### config.mk
export PLATFORM = sky130hd
export DESIGN_NAME = lies_event_reg
export DESIGN_NICKNAME = d
export VERILOG_FILES = /design/src/lies_pkg.sv /design/src/lies_event_reg.sv
export SDC_FILE = /design/constraint.sdc
export NUM_CORES = 1
export LEC_CHECK = 0
export BUFFER_PORTS_ARGS = -buffer_cell sky130_fd_sc_hd__buf_2
export CAP_MARGIN = 10
export CORE_MARGIN = 1
export CORE_UTILIZATION = 30
export CTS_CLUSTER_SIZE = 24
export DETAILED_ROUTE_END_ITERATION = 7
export SLEW_MARGIN = 20
export SYNTH_ARGS = -nofsm -noshare
export SYNTH_HDL_FRONTEND = slang
export SYNTH_SLANG_ARGS = --single-unit
### constraint.sdc
create_clock -name i_mclk -period 3.7 [get_ports i_mclk]
set_clock_uncertainty 0.2 [all_clocks]
set_input_delay 0.555 -clock i_mclk [delete_from_list [all_inputs] [get_ports i_mclk]]
set_output_delay 0.555 -clock i_mclk [all_outputs]
set_load 0.01 [all_outputs]
### src/lies_pkg.sv
// Constants for the link interrupt event set/clear block
// Contract
// - Source rising edge or set write sets
// - Only clear-address write of one clears
// - Read returns events ANDed with mask
// - Bits 31 and 30 read zero
// - Bit 28 reads zero
// - Software interrupt bit has no source
// - Late ack needs enable bit set
// - Late ack qualifying conditions ORed
// - Transceiver byte sets bit, byte readable
// - Cycle overrun sets bit when master
// - Cycle overrun clears cycle master enable
// - Subunit halt sets fatal error bit
// - Fatal error blocks causing context interrupts
// - Cycle start time mismatch sets bit
// - No cycle start between ticks: missed
// - Missed cycle may be predicted early
// - Seconds bit six change sets tick
// - Cycle count lsb toggle sets event
// - Transceiver status request sets bit
// - Register access timeout sets bit
// - Bits 31,29,28,27,18 reset zero
// - Bits 14 to 10 read zero
package lies_pkg;
    localparam logic [7:0] OFS_EVENT_SET = 8'h80;
    localparam logic [7:0] OFS_EVENT_CLEAR = 8'h84;
    localparam logic [7:0] OFS_EVENT_MASK = 8'h88;
    localparam logic [7:0] OFS_LINK_CTRL = 8'h8C;
    localparam logic [7:0] OFS_XCVR_DATA = 8'h90;
    localparam int BIT_SOFT = 29;
    localparam int BIT_LATE_ACK = 27;
    localparam int BIT_XCVR_BYTE = 26;
    localparam int BIT_OVERRUN = 25;
    localparam int BIT_FATAL = 24;
    localparam int BIT_MISMATCH = 23;
    localparam int BIT_MISSED = 22;
    localparam int BIT_TICK64 = 21;
    localparam int BIT_NEW_CYCLE = 20;
    localparam int BIT_XCVR_REQ = 19;
    localparam int BIT_REG_TIMEOUT = 18;
    localparam int BIT_LATE_ACK_EN = 0;
    localparam int BIT_CYCLE_MASTER = 1;
    localparam logic [31:0] EVENT_IMPL_MASK = 32'h2FFC0000;
    localparam logic [31:0] EVENT_RESET = 32'h00000000;
    localparam logic [31:0] MASK_RESET = 32'h00000000;
    localparam logic [1:0] LINK_CTRL_RESET = 2'h0;
    localparam int CYCLE_LIMIT_US = 125;
    localparam int CLK_MHZ = 10;
    localparam int CYCLE_LIMIT_CYC = CYCLE_LIMIT_US * CLK_MHZ;
endpackage

### src/lies_event_reg.sv
// Interrupt event register with set/clear access, bits 29 and 27 to 18
`timescale 1ns/100ps
`default_nettype none
module lies_event_reg #(
    parameter int CYCLE_LIMIT = lies_pkg::CYCLE_LIMIT_CYC,
    parameter int CTX_COUNT = 4
) (
    input wire logic i_mclk,
    input wire logic i_rstn,
    input wire logic [7:0] i_addr,
    input wire logic [31:0] i_wdata,
    input wire logic i_wr,
    input wire logic i_rd,
    output logic [31:0] o_rdata,
    output logic o_irq,
    output logic o_cycle_master_enable,
    output logic o_late_ack_event_enable,
    input wire logic i_rx_fifo_pending,
    input wire logic i_phys_resp_busy,
    input wire logic i_tardy_ack_sent,
    input wire logic i_xcvr_byte_valid,
    input wire logic [7:0] i_xcvr_byte,
    input wire logic i_cycle_start_tx,
    input wire logic i_subaction_gap_end,
    input wire logic [CTX_COUNT-1:0] i_ctx_dead,
    input wire logic [CTX_COUNT-1:0] i_ctx_irq_src,
    output logic [CTX_COUNT-1:0] o_ctx_irq,
    input wire logic i_cycle_start_rx,
    input wire logic [6:0] i_rx_second_count_field,
    input wire logic [12:0] i_rx_subsecond_cycle_field,
    input wire logic [6:0] i_second_count_field,
    input wire logic [12:0] i_subsecond_cycle_field,
    input wire logic i_arb_reset_gap,
    input wire logic i_xcvr_status_req,
    input wire logic i_reg_access_timeout
);
    logic [31:0] event_q;
    logic [31:0] mask_q;
    logic [31:0] masked;
    logic [31:0] hw_level;
    logic [31:0] hw_level_q;
    logic [31:0] hw_rise;
    logic [31:0] set_w;
    logic [31:0] clr_w;
    logic [7:0] xcvr_byte_q;
    logic cm_en_q;
    logic la_en_q;
    logic [15:0] ovr_cnt_q;
    logic ovr_run_q;
    logic ovr_hit;
    logic seen_start_q;
    logic gap_after_q;
    logic sec6_q;
    logic cyc0_q;
    logic tick64;
    logic new_cycle;
    logic missed;
    logic mismatch;
    logic cs_any;
    logic [31:0] rdata_d;

    ////////////////////////////////////////////////////////////////////////
    // Cycle timing detectors
    assign tick64 = i_second_count_field[6] != sec6_q;
    assign new_cycle = i_subsecond_cycle_field[0] != cyc0_q;
    assign cs_any = i_cycle_start_tx | i_cycle_start_rx;
    assign mismatch = i_cycle_start_rx &&
        (i_rx_second_count_field != i_second_count_field ||
         i_rx_subsecond_cycle_field != i_subsecond_cycle_field);
    // Missed at next tick with no start, or predicted by gap/arb reset
    assign missed = (new_cycle && !seen_start_q && !cs_any) ||
        (gap_after_q && i_subaction_gap_end && !cs_any) ||
        (!seen_start_q && i_arb_reset_gap && !cs_any);
    assign ovr_hit = ovr_run_q && cm_en_q && ovr_cnt_q >= 16'(CYCLE_LIMIT);

    always_ff @(posedge i_mclk or negedge i_rstn) begin
        if (!i_rstn) begin
            sec6_q <= 1'b0;
            cyc0_q <= 1'b0;
        end else begin
            sec6_q <= i_second_count_field[6];
            cyc0_q <= i_subsecond_cycle_field[0];
        end
    end

    always_ff @(posedge i_mclk or negedge i_rstn) begin
        if (!i_rstn) begin
            seen_start_q <= 1'b1;
            gap_after_q <= 1'b0;
        end else if (new_cycle) begin
            seen_start_q <= cs_any;
            gap_after_q <= !cs_any;
        end else begin
            if (cs_any) begin
                seen_start_q <= 1'b1;
            end
            if (cs_any || i_subaction_gap_end) begin
                gap_after_q <= 1'b0;
            end
        end
    end

    always_ff @(posedge i_mclk or negedge i_rstn) begin
        if (!i_rstn) begin
            ovr_run_q <= 1'b0;
            ovr_cnt_q <= 16'h0000;
        end else if (i_cycle_start_tx) begin
            ovr_run_q <= 1'b1;
            ovr_cnt_q <= 16'h0000;
        end else if (i_subaction_gap_end || ovr_hit) begin
            ovr_run_q <= 1'b0;
        end else if (ovr_run_q && ovr_cnt_q != 16'hFFFF) begin
            ovr_cnt_q <= ovr_cnt_q + 16'h0001;
        end
    end

    ////////////////////////////////////////////////////////////////////////
    // Event sources and edges
    always_comb begin
        hw_level = 32'h00000000;
        hw_level[lies_pkg::BIT_LATE_ACK] = la_en_q &&
            (i_rx_fifo_pending || i_phys_resp_busy || i_tardy_ack_sent);
        hw_level[lies_pkg::BIT_XCVR_BYTE] = i_xcvr_byte_valid;
        hw_level[lies_pkg::BIT_OVERRUN] = ovr_hit;
        hw_level[lies_pkg::BIT_FATAL] = |i_ctx_dead;
        hw_level[lies_pkg::BIT_MISMATCH] = mismatch;
        hw_level[lies_pkg::BIT_MISSED] = missed;
        hw_level[lies_pkg::BIT_TICK64] = tick64;
        hw_level[lies_pkg::BIT_NEW_CYCLE] = new_cycle;
        hw_level[lies_pkg::BIT_XCVR_REQ] = i_xcvr_status_req;
        hw_level[lies_pkg::BIT_REG_TIMEOUT] = i_reg_access_timeout;
    end

    always_ff @(posedge i_mclk or negedge i_rstn) begin
        if (!i_rstn) begin
            hw_level_q <= 32'h00000000;
        end else begin
            hw_level_q <= hw_level;
        end
    end

    // Soft bit has no entry in hw_level, so only writes touch it
    assign hw_rise = hw_level & ~hw_level_q;
    assign set_w = (i_wr && i_addr == lies_pkg::OFS_EVENT_SET) ? i_wdata : 32'h00000000;
    assign clr_w = (i_wr && i_addr == lies_pkg::OFS_EVENT_CLEAR) ? i_wdata : 32'h00000000;

    ////////////////////////////////////////////////////////////////////////
    // Event storage; set beats clear in the same cycle
    always_ff @(posedge i_mclk or negedge i_rstn) begin
        if (!i_rstn) begin
            event_q <= lies_pkg::EVENT_RESET;
        end else begin
            event_q <= ((event_q & ~clr_w) | set_w | hw_rise) & lies_pkg::EVENT_IMPL_MASK;
        end
    end

    // Contexts that died stay quiet while the fatal bit is up
    assign o_ctx_irq = i_ctx_irq_src &
        ~(i_ctx_dead & {CTX_COUNT{event_q[lies_pkg::BIT_FATAL]}});

    ////////////////////////////////////////////////////////////////////////
    // Control registers
    always_ff @(posedge i_mclk or negedge i_rstn) begin
        if (!i_rstn) begin
            mask_q <= lies_pkg::MASK_RESET;
            la_en_q <= lies_pkg::LINK_CTRL_RESET[lies_pkg::BIT_LATE_ACK_EN];
            cm_en_q <= lies_pkg::LINK_CTRL_RESET[lies_pkg::BIT_CYCLE_MASTER];
        end else begin
            if (i_wr && i_addr == lies_pkg::OFS_EVENT_MASK) begin
                mask_q <= i_wdata;
            end
            if (i_wr && i_addr == lies_pkg::OFS_LINK_CTRL) begin
                la_en_q <= i_wdata[lies_pkg::BIT_LATE_ACK_EN];
            end
            if (ovr_hit) begin
                cm_en_q <= 1'b0;
            end else if (i_wr && i_addr == lies_pkg::OFS_LINK_CTRL) begin
                cm_en_q <= i_wdata[lies_pkg::BIT_CYCLE_MASTER];
            end
        end
    end

    always_ff @(posedge i_mclk or negedge i_rstn) begin
        if (!i_rstn) begin
            xcvr_byte_q <= 8'h00;
        end else if (i_xcvr_byte_valid) begin
            xcvr_byte_q <= i_xcvr_byte;
        end
    end

    assign o_cycle_master_enable = cm_en_q;
    assign o_late_ack_event_enable = la_en_q;

    ////////////////////////////////////////////////////////////////////////
    // Read path
    assign masked = event_q & mask_q & lies_pkg::EVENT_IMPL_MASK;
    assign o_irq = |masked;

    always_comb begin
        rdata_d = 32'h00000000;
        if (i_rd) begin
            unique case (i_addr)
                lies_pkg::OFS_EVENT_SET, lies_pkg::OFS_EVENT_CLEAR: rdata_d = masked;
                lies_pkg::OFS_EVENT_MASK: rdata_d = mask_q;
                lies_pkg::OFS_LINK_CTRL: rdata_d = {30'h00000000, cm_en_q, la_en_q};
                lies_pkg::OFS_XCVR_DATA: rdata_d = {8'h00, xcvr_byte_q, 16'h0000};
                default: rdata_d = 32'h00000000;
            endcase
        end
    end

    always_ff @(posedge i_mclk or negedge i_rstn) begin
        if (!i_rstn) begin
            o_rdata <= 32'h00000000;
        end else begin
            o_rdata <= rdata_d;
        end
    end

    ////////////////////////////////////////////////////////////////////////
    // Software set and clear checks

    a_set_write_sets: assert property (@(posedge i_mclk) disable iff (!i_rstn)
        (i_wr && i_addr == lies_pkg::OFS_EVENT_SET && i_wdata[lies_pkg::BIT_SOFT])
        |=> event_q[lies_pkg::BIT_SOFT]) else $error("set write lost");

    a_clear_only_write: assert property (@(posedge i_mclk) disable iff (!i_rstn)
        ($fell(event_q[lies_pkg::BIT_NEW_CYCLE])) |->
        $past(i_wr && i_addr == lies_pkg::OFS_EVENT_CLEAR && i_wdata[lies_pkg::BIT_NEW_CYCLE]))
        else $error("bit cleared without clear write");

    a_clear_write_clears: assert property (@(posedge i_mclk) disable iff (!i_rstn)
        (i_wr && i_addr == lies_pkg::OFS_EVENT_CLEAR && i_wdata[lies_pkg::BIT_SOFT])
        |=> !event_q[lies_pkg::BIT_SOFT]) else $error("clear write lost");

    a_zero_write_keeps: assert property (@(posedge i_mclk) disable iff (!i_rstn)
        (i_wr && i_addr == lies_pkg::OFS_EVENT_CLEAR && !i_wdata[lies_pkg::BIT_SOFT])
        |=> $stable(event_q[lies_pkg::BIT_SOFT]))
        else $error("zero clear changed bit");

    a_zero_set_keeps: assert property (@(posedge i_mclk) disable iff (!i_rstn)
        (i_wr && i_addr == lies_pkg::OFS_EVENT_SET && !i_wdata[lies_pkg::BIT_SOFT])
        |=> $stable(event_q[lies_pkg::BIT_SOFT]))
        else $error("zero set changed bit");

    a_soft_no_hw: assert property (@(posedge i_mclk) disable iff (!i_rstn)
        $rose(event_q[lies_pkg::BIT_SOFT]) |-> $past(i_wr && i_addr == lies_pkg::OFS_EVENT_SET))
        else $error("soft bit set by hardware");

    ////////////////////////////////////////////////////////////////////////
    // Hardware source checks

    a_late_ack_gate: assert property (@(posedge i_mclk) disable iff (!i_rstn)
        ($rose(event_q[lies_pkg::BIT_LATE_ACK]) && !$past(set_w[lies_pkg::BIT_LATE_ACK]))
        |-> $past(la_en_q)) else $error("late ack without enable");

    a_late_ack_sets: assert property (@(posedge i_mclk) disable iff (!i_rstn)
        (hw_level[lies_pkg::BIT_LATE_ACK] && !hw_level_q[lies_pkg::BIT_LATE_ACK])
        |=> event_q[lies_pkg::BIT_LATE_ACK]) else $error("late ack event lost");

    a_late_ack_en_write: assert property (@(posedge i_mclk) disable iff (!i_rstn)
        (i_wr && i_addr == lies_pkg::OFS_LINK_CTRL)
        |=> la_en_q == $past(i_wdata[lies_pkg::BIT_LATE_ACK_EN])) else $error("late ack enable not written");

    a_xcvr_byte_kept: assert property (@(posedge i_mclk) disable iff (!i_rstn)
        i_xcvr_byte_valid |=> xcvr_byte_q == $past(i_xcvr_byte))
        else $error("transceiver byte not kept");

    a_xcvr_bit_sets: assert property (@(posedge i_mclk) disable iff (!i_rstn)
        (i_xcvr_byte_valid && !hw_level_q[lies_pkg::BIT_XCVR_BYTE])
        |=> event_q[lies_pkg::BIT_XCVR_BYTE]) else $error("byte event lost");

    a_overrun_needs_cm: assert property (@(posedge i_mclk) disable iff (!i_rstn)
        ($rose(event_q[lies_pkg::BIT_OVERRUN]) && !$past(set_w[lies_pkg::BIT_OVERRUN]))
        |-> $past(cm_en_q)) else $error("overrun without cycle master");

    a_overrun_clears_cm: assert property (@(posedge i_mclk) disable iff (!i_rstn)
        ovr_hit |=> (!cm_en_q && event_q[lies_pkg::BIT_OVERRUN]))
        else $error("overrun handling wrong");

    a_cm_cleared_why: assert property (@(posedge i_mclk) disable iff (!i_rstn)
        $fell(cm_en_q) |-> $past(ovr_hit || (i_wr && i_addr == lies_pkg::OFS_LINK_CTRL)))
        else $error("cycle master dropped without cause");

    a_fatal_sets: assert property (@(posedge i_mclk) disable iff (!i_rstn)
        ((|i_ctx_dead) && !hw_level_q[lies_pkg::BIT_FATAL])
        |=> event_q[lies_pkg::BIT_FATAL]) else $error("fatal event lost");

    a_fatal_blocks: assert property (@(posedge i_mclk) disable iff (!i_rstn)
        event_q[lies_pkg::BIT_FATAL] |-> ((o_ctx_irq & i_ctx_dead) == '0))
        else $error("dead context interrupt passed");

    a_mismatch_sets: assert property (@(posedge i_mclk) disable iff (!i_rstn)
        (mismatch && !hw_level_q[lies_pkg::BIT_MISMATCH])
        |=> event_q[lies_pkg::BIT_MISMATCH]) else $error("mismatch event lost");

    a_missed_sets: assert property (@(posedge i_mclk) disable iff (!i_rstn)
        (missed && !hw_level_q[lies_pkg::BIT_MISSED])
        |=> event_q[lies_pkg::BIT_MISSED]) else $error("missed cycle event lost");

    a_tick64_sets: assert property (@(posedge i_mclk) disable iff (!i_rstn)
        (tick64 && !hw_level_q[lies_pkg::BIT_TICK64])
        |=> event_q[lies_pkg::BIT_TICK64]) else $error("tick event lost");

    a_tick_sets: assert property (@(posedge i_mclk) disable iff (!i_rstn)
        (new_cycle && !hw_level_q[lies_pkg::BIT_NEW_CYCLE]) |=> event_q[lies_pkg::BIT_NEW_CYCLE])
        else $error("new cycle missed");

    a_xcvr_req_sets: assert property (@(posedge i_mclk) disable iff (!i_rstn)
        (i_xcvr_status_req && !hw_level_q[lies_pkg::BIT_XCVR_REQ])
        |=> event_q[lies_pkg::BIT_XCVR_REQ]) else $error("status request lost");

    a_timeout_sets: assert property (@(posedge i_mclk) disable iff (!i_rstn)
        (i_reg_access_timeout && !hw_level_q[lies_pkg::BIT_REG_TIMEOUT])
        |=> event_q[lies_pkg::BIT_REG_TIMEOUT]) else $error("access timeout lost");

    ////////////////////////////////////////////////////////////////////////
    // Read path checks

    a_read_masked: assert property (@(posedge i_mclk) disable iff (!i_rstn)
        (i_rd && i_addr == lies_pkg::OFS_EVENT_SET) |=> o_rdata == $past(event_q & mask_q))
        else $error("read not masked");

    a_clear_read_same: assert property (@(posedge i_mclk) disable iff (!i_rstn)
        (i_rd && i_addr == lies_pkg::OFS_EVENT_CLEAR) |=> o_rdata == $past(event_q & mask_q))
        else $error("clear address read wrong");

    a_mask_write: assert property (@(posedge i_mclk) disable iff (!i_rstn)
        (i_wr && i_addr == lies_pkg::OFS_EVENT_MASK) |=> mask_q == $past(i_wdata))
        else $error("mask write lost");

    a_rdata_idle: assert property (@(posedge i_mclk) disable iff (!i_rstn)
        !i_rd |=> o_rdata == 32'h00000000) else $error("read data not idle");

    a_reserved_zero: assert property (@(posedge i_mclk) disable iff (!i_rstn)
        (i_rd && i_addr == lies_pkg::OFS_EVENT_CLEAR) |=> (o_rdata[31:30] == 2'h0 && !o_rdata[28]))
        else $error("reserved bit nonzero");

    a_reserved_low: assert property (@(posedge i_mclk) disable iff (!i_rstn)
        (i_rd && i_addr == lies_pkg::OFS_EVENT_SET) |=> (o_rdata[14:10] == 5'h00 && !o_rdata[28]))
        else $error("reserved low bits nonzero");

    a_ctrl_readback: assert property (@(posedge i_mclk) disable iff (!i_rstn)
        (i_rd && i_addr == lies_pkg::OFS_LINK_CTRL) |=> o_rdata[1:0] == $past({cm_en_q, la_en_q}))
        else $error("control readback wrong");

    a_xcvr_readback: assert property (@(posedge i_mclk) disable iff (!i_rstn)
        (i_rd && i_addr == lies_pkg::OFS_XCVR_DATA) |=> o_rdata[23:16] == $past(xcvr_byte_q))
        else $error("transceiver byte readback wrong");

    a_irq_level: assert property (@(posedge i_mclk) disable iff (!i_rstn)
        o_irq == ((event_q & mask_q) != 32'h00000000)) else $error("irq mismatch");
endmodule
`default_nettype wire

# Word level (Yosys, flattened, before mapping)
# Index checks and enable logic that the tools add are counted.
[classes]
add_sub_neg = 1
mul = 0
div_mod_pow = 0
order_cmp = 1
n_eq_ne = 11
shifts = 0
mux = 15
bitwise_logic = 11
n_reduce_logical = 33
[ops]
columns = ["op", "n"]
rows = [
  ["$pmux W32 S4", 1],
  ["$and A30 B30 Y30", 2],
  ["$mux W30", 2],
  ["$or A30 B30 Y30", 2],
  ["$mux W16", 3],
  ["$eq A8 B8 Y1 const B", 5],
  ["$mux W32", 1],
  ["$and A28 B30 Y30", 1],
  ["$not A28 Y30", 1],
  ["$not A30 Y30", 1],
  ["$add A16 B1 Y16 const B", 1],
  ["$ge A16 B11 Y1 const B", 1],
  ["$ne A16 B16 Y1 const B", 1],
  ["$logic_and A1 B1 Y1", 15],
  ["$ne A13 B13 Y1", 1],
  ["$reduce_or A11 Y1", 1],
  ["$reduce_bool A2 Y1", 5],
  ["$and A4 B4 Y4", 2],
  ["$mux W1", 8],
  ["$logic_or A1 B1 Y1", 7],
  ["$ne A7 B7 Y1", 1],
  ["$not A4 Y4", 1],
  ["$reduce_or A4 Y1", 1],
  ["$logic_not A1 Y1", 2],
  ["5 further kinds", 6],
]
[totals]
ff_bits = 116
latchBits = 0
mem_bits_rw = 0
mem_bits_ro = 0
input_bits = 110
out_inout_bits = 39
word_cells = 85
n_memories = 0

# Longest topological paths before layout
# Gate-level depths: netlist of run 1.
[logic_depth]
word_depth = 7
ltp_mapped = 8
depth_no_buf = 7

# Worst setup path before layout of run 1
# No wires, ideal clock.
[synth_timing]
path_type = "flip-flop to flip-flop"
from = "reg ovr_cnt_q[1]"
to = "reg ovr_cnt_q[5]"
setup_time_ns = 0.128
arrival_time_ns = 1.962
t_required_ns = 3.372
setup_slack_ns = 1.410
path_stages_with_launch = 7
path_buffers = 0
period_less_slack_ns = 2.290
cell_sequence = "dfrtp_1 -> ha_1 -> nor3_1 -> a211oi_2 -> a211oi_4 -> nor4bb_1 -> mux2_1"
[synth_between]
elab_chain_cells = 5
elab_cells_between_ends = 12
classes_between = "add/sub (1); order compare (1); eq/ne (2); mux (3); reduce/logical (5)"
[synth_rtl]
columns = ["element", "line", "rtl"]
rows = [
  ["from (decl)", "lies_event_reg.sv:48", "logic [15:0] ovr_cnt_q;"],
  ["from (signal assigned)", "lies_event_reg.sv:113", "ovr_cnt_q <= ovr_cnt_q + 16'h0001;"],
  ["$ge A16 B11 Y1", "lies_event_reg.sv:74", "assign ovr_hit = ovr_run_q && cm_en_q && ovr_cnt_q >= 16'(CYCLE_LIMIT);"],
  ["$logic_and A1 B1 Y1", "lies_event_reg.sv:74", ""],
  ["$logic_or A1 B1 Y1", "lies_event_reg.sv:110", "end else if (i_subaction_gap_end || ovr_hit) begin"],
  ["$ne A2 B2 Y1 (no line)", "n/a", ""],
  ["$reduce_and A2 Y1 (no line)", "n/a", ""],
]
# Several ways; a longest one is shown, not always the timed one. The select of a mux whose other input is x is not followed.
# A chain may end at the register's enable or synchronous reset.

# Worst setup path after layout of run 1
[layout_timing]
from = "reg ovr_cnt_q[0]"
to = "reg ovr_cnt_q[5]"
# The elaborated chain is that of the path after synthesis.

==> impl_metrics.tcl, run 1 <==
set metrics [dict create \
    cts_resized 0 \
    crit_cells 7 \
    synth_warnings 0 \
    crit_path_end_kind "flop" \
    synthArstFlopShare 1.000 \
    die_w_um 133.4 \
    worstPathMaxFanout 9 \
    routed_wirelength_um 12590 \
    drv_cap 0 \
    cts_tree "built" \
    finalSetupViolations 0 \
    grtUsageTotal 0.1510 \
    numCtsBuffers 17 \
    drive_gt1_frac 0.4037 \
    cp-start-kind "flop" \
    clock_sinks 116 \
    setup_tns_ns 0 \
    viasPerCell 4.880 \
    cp_slowest_stage_delay_ns 0.46 \
    p_sw_frac 0.2066 \
    drcViolationCount 0 \
    area_delta_synth_final_pct 32.18 \
    crit_type "flop to flop" \
    timing.rr.start "ovr_cnt_q[0]" \
    peakVddDrop_mv 0.3065 \
    port-buffer-count 148 \
    hp-class "input port to asynchronous set/reset pin" \
    cp.required_ns 3.79 \
    clk_latency_ns 0.41 \
    power_per_cell_area_mw_per_mm2 507.8 \
    die_area_mm2 0.01780 \
    ioPinCount 149 \
    layout_common_cells "buf_2 (147), dfrtp_1 (115), mux2_2 (44)" \
    slew_headroom 0.4788 \
    hold_buffers 0 \
    yosysUniqueCellTypes 55 \
    gp_congestion 0.8376 \
    ys_seq_area_frac 0.5604 \
    rsz0062_at_grt "false" \
    r2r_end "ovr_cnt_q[5]" \
    cts_post_setup_buffers_inserted 0 \
    clock_path_buffers 2 \
    nNetsFinal 698 \
    postSynthAreaPerCell_um2 12.02 \
    grt_pass1_vias 4149 \
    p_int_mw 2.760 \
    endpoint "ovr_cnt_q[5]" \
    first_pass_iters 5 \
    critPathSlowestCell "a211oi_4" \
    p_clk_frac 0.541 \
    hold_viol_final 0 \
    wl_per_cell_um 15.39 \
    grt-ovfl-total 0 \
    worstRegToRegCells 7 \
    via_count 3992 \
    initial_core_util 0.3103 \
    dp_hpwl_um 9231 \
    leakage_nw 3.368 \
    synth-seq-cells 116 \
    path_delay_family "compound AO/OA/AOI/OAI gates" \
    fmax_mhz 387.9 \
    cts_root_buffer "clkbuf_16" \
    seqPwrFrac 0.388 \
    synth_cells 431 \
    p_switching_mw 0.7186 \
    fp.dieH_um 133.4 \
    grt_pass1_wl_um 20720 \
    crit_start "ovr_cnt_q[0]" \
    synthFlopType "dfrtp_1" \
    syn-num-nets 543 \
    min_period_ns 2.578 \
    crit_buf_inv 1 \
    postRouteAntennaNets 0 \
    critical_path_arrival_ns 2.66 \
    synth_edf_count 0 \
    r2r_slack_ns 1.12 \
    h-tree-depth 4 \
    drt-initial-drc-count 203 \
    path_cells "inv_1 > ha_1 > nor3_1 > a211oi_2 > a211oi_4 > nor4bb_1 > mux2_1" \
    status "completed" \
    std_cell_rows 47 \
    path_clk_slew_ns 0.05 \
    syn_area_mm2 0.005182 \
    core_region_area_mm2 0.01670 \
    p_comb_frac 0.071 \
    drv_slew 0 \
    worstMarginPinSlew_ns 0.7819 \
    antenna_found_initial 2 \
    fin_crit_sh 0.6968 \
    grt_max_degree 62 \
    utilization 0.4102 \
    final_common_cell "buf_2" \
]
## final cells by class
class	instances	area [µm²]
clock buffers	21	480.5
fillers	1645	9851
inverters	19	71.32
diodes	1	2.502
multi-input cells	279	2137
well taps	220	275.3
clock inverters	9	198.9
flip-flops and latches	116	2904
repair buffers	153	780.7
## per-layer routing
| layer | track usage | vias up | part of all wire |
|---|---|---|---|
| met3 | 0.05137 | 13 | 0.065 |
| met5 | 0 | - | 0.00087 |
| li1 | - | 1879 | - |
| met4 | 0.04356 | 2 | 0.0089 |
| met2 | 0.2549 | 149 | 0.50 |
| met1 | 0.1822 | 1949 | 0.43 |
## flip-flops by register name (all words and copies together) (netlist names)
signal,count
xcvr_byte_q,8
hw_level_q,10
mask_q,32
gap_after_q,1
ovr_run_q,1
cyc0_q,1
o_rdata,32
ovr_cnt_q,16
seen_start_q,1
event_q,11
sec6_q,1
o_cycle_master_enable,1
o_late_ack_event_enable,1
## stage by stage
| stage | total power [mW] | hold WS, ns | instances | instance area [µm²] | worst slack (ns) |
|---|---|---|---|---|---|
| after floorplan | 1.482 | 0.05941 | 431 | 5182 | 1.410 |
| after detailed placement | 1.621 | 0.2589 | 787 | 6168 | 1.007 |
| after global routing | 3.618 | 0.05020 | 817 | 6848 | 0.9191 |
| after CTS | 3.519 | 0.05079 | 817 | 6848 | 1.111 |
| final | 3.479 | 0.02041 | 818 | 6850 | 1.122 |
| after global placement | 1.611 | 0.2483 | 787 | 6168 | 1.057 |
## cell usage after synthesis (9+ instances only)
cell type,number,share of area
a221o_1,9,0.017
a21oi_1,17,0.016
nor2_1,26,0.019
o21ai_0,11,0.011
xnor2_1,16,0.027
inv_1,19,0.014
mux2_2,44,0.096
xor2_1,9,0.015
nor2b_1,10,0.012
clkbuf_1,12,0.0087
nand2_1,16,0.012
dfrtp_1,115,0.56
and3_1,22,0.027
## power by group through the flow
stage	logic, mW	registers, mW	clock network (mW)
after CTS	0.250	1.35	1.92
after detailed placement	0.250	1.37	0
after global routing	0.275	1.36	1.99
after floorplan	0.121	1.36	0
after global placement	0.242	1.37	0
final	0.245	1.35	1.88
## worst register-to-register path: stages (launching register included)
cell and delay [ns]:
dfrtp_1 0.42, inv_1 0.06, ha_1 0.20, nor3_1 0.23, a211oi_2 0.19, a211oi_4 0.46, nor4bb_1 0.32, mux2_1 0.37
## worst min-delay path by stage
stage	depth (start not counted)	slack, ns	end
floorplan	0	0.06	cyc0_q
global placement	2	0.25	seen_start_q
detailed placement	1	0.26	hw_level_q[21]
CTS	1	0.05	hw_level_q[25]
global route	1	0.05	hw_level_q[18]
finish	1	0.02	xcvr_byte_q[1]
## cells by family after synthesis
logic type | synth area share
AOI/OAI and AO/OA | 0.1135
xor gates and xnor gates | 0.04225
adders and majority gates | 0.004828
buffers and inverters | 0.02728
DFF | 0.5604
muxes | 0.1036
and+or+nand+nor | 0.1482
No activity file was read; power rests on OpenSTA's default activity.
==> run 2: changes to the inputs <==
Clock period 3.7 ns to 2.5 ns, I/O delays scaled along.
==> impl_metrics.tcl, run 2 (same netlist as run 1, synthesis figures left out) <==
set metrics [dict create \
    wl_per_cell_um 15.18 \
    path_clk_slew_ns 0.05 \
    timing.rr.start "ovr_cnt_q[12]" \
    drt-initial-drc-count 137 \
    grt_pass1_vias 4211 \
    ff_latch_area_mm2 0.002904 \
    grt-ovfl-total 0 \
    ioPinCount 149 \
    cp.required_ns 2.62 \
    area_delta_synth_final_pct 38.10 \
    grtUsageTotal 0.1550 \
    hold_start "i_xcvr_byte[0]" \
    drive_gt1_frac 0.3972 \
    clock_path_buffers 2 \
    leakage_nw 3.510 \
    top_regs "mask_q (32), o_rdata (32), ovr_cnt_q (16)" \
    nNetsFinal 731 \
    port-buffer-count 148 \
    drv_cap 0 \
    die_w_um 133.4 \
    status "completed" \
    final_common_cell "buf_2" \
    grt_pass1_wl_um 21180 \
    routed_wirelength_um 12950 \
    die_area_mm2 0.01780 \
    fin_crit_sh 0.9221 \
    worstMarginPinSlew_ns 0.5544 \
    cts_post_setup_buffers_inserted 0 \
    hp-class "input port to flop" \
    power_per_cell_area_mw_per_mm2 712.5 \
    drv_slew 0 \
    viasPerCell 4.807 \
    grt_max_degree 48 \
    crit_type "flop to flop" \
    dp_hpwl_um 9614 \
    critPathSlowestCell "or4_1" \
    crit_buf_inv 0 \
    finalSetupViolations 0 \
    r2r_end "ovr_cnt_q[13]" \
    cp_slowest_stage_delay_ns 0.54 \
    first_pass_iters 4 \
    cp-start-kind "flop" \
    initial_core_util 0.3103 \
    critical_path_arrival_ns 2.42 \
    layout_common_cells "buf_2 (147), dfrtp_1 (115), mux2_2 (44)" \
    drcViolationCount 0 \
    r2r_slack_ns 0.19 \
    hold_ws_ns 0.01333 \
    fill_cells 1598 \
    setup_tns_ns 0 \
    fmax_mhz 433.8 \
    via_count 4100 \
    rsz0062_at_grt "false" \
    clock_sinks 116 \
    path_delay_family "simple AND/OR/NAND/NOR gates" \
    crit_path_end_kind "flop" \
    cts_root_buffer "clkbuf_16" \
    path_cells "nor3_2 > a41oi_2 > or2_1 > or4_1 > a21oi_1" \
    worstRegToRegCells 5 \
    min_period_ns 2.305 \
    h-tree-depth 4 \
    core_region_area_mm2 0.01670 \
    antenna_found_initial 2 \
    peakVddDrop_mv 0.4368 \
    multiInputGateArea_mm2 0.002142 \
    slew_headroom 0.6304 \
    place_inst 796 \
    cts_tree "built" \
    clk_latency_ns 0.40 \
    gp_congestion 0.8420 \
    postRouteAntennaNets 0 \
    numCtsBuffers 17 \
    holdPathStages 2 \
    hold_end "xcvr_byte_q[0]" \
    worstPathMaxFanout 9 \
    hold_viol_final 0 \
    fin_cells 853 \
    fp.dieH_um 133.4 \
    std_cell_rows 47 \
]
-- run 2: how the worst max path moves through the flow --
| stage | from | slack, ns | cells after the start | endpoint |
|---|---|---|---|---|
| after floorplan | ovr_cnt_q[1] | 0.21 | 6 | ovr_cnt_q[5] |
| after global placement | ovr_cnt_q[0] | 0.22 | 7 | ovr_cnt_q[15] |
| after detailed placement | ovr_cnt_q[0] | 0.05 | 7 | ovr_cnt_q[13] |
| after CTS | ovr_cnt_q[0] | 0.05 | 7 | ovr_cnt_q[13] |
| after global routing | ovr_cnt_q[2] | 0.02 | 5 | ovr_cnt_q[13] |
| final | ovr_cnt_q[12] | 0.19 | 5 | ovr_cnt_q[13] |
-- run 2: per-layer routing --
metal  share of wire  vias to the layer above  wire (µm)  GRT usage
met3           0.064                       12        830    0.04833
li1                -                     1940          -          -
met2            0.50                      137       6456     0.2656
met4          0.0076                        2         99    0.04735
met1            0.43                     2009       5547     0.1853
met5          0.0010                        -         13          0
-- run 2: cell type report --
cell class                 instances  area share
clock buffer                      23     0.06818
inverter                          19    0.009965
tap                              220     0.03846
timing repair buffer             186      0.1538
sequential                       116      0.4058
multi-input combinational        279      0.2993
clock inverter                     9     0.02413
antenna                            1   0.0003497
-- run 2: per-stage QoR --
| step | cell area, µm² | setup slack (ns) | util | power, mW |
|---|---|---|---|---|
| 2_1_floorplan | 5182 | 0.2103 | - | 2.194 |
| 3_3_place_gp | 6248 | 0.2227 | 0.3741 | 2.398 |
| 3_5_place_dp | 6248 | 0.05352 | 0.3741 | 2.416 |
| 4_1_cts | 7149 | 0.05260 | 0.4281 | 5.175 |
| 5_1_grt | 7154 | 0.01912 | 0.4284 | 5.304 |
| 6_report | 7157 | 0.1947 | 0.4285 | 5.100 |
-- run 2: what timing repair did --
| action | CTS | global route |
|---|---|---|
| endpoints found under the setup margin | 0 | 2 |
| hold endpoints to repair | 63 | 0 |
| gates resized for setup | 0 | 2 |
| hold buffers | 24 | 0 |
-- run 2: worst reg2reg max path, stage by stage, from the launching register on --
cell and delay, ns:
dfrtp_1 0.43, nor3_2 0.25, a41oi_2 0.25, or2_1 0.38, or4_1 0.54, a21oi_1 0.19
-- run 2: where the power goes --
part           switching (mW)  leakage, nW  total [mW]  internal [mW]
combinational           0.204         1.67       0.415          0.212
clock                   0.823        0.323        2.69           1.87
sequential             0.0422         1.52        1.99           1.95
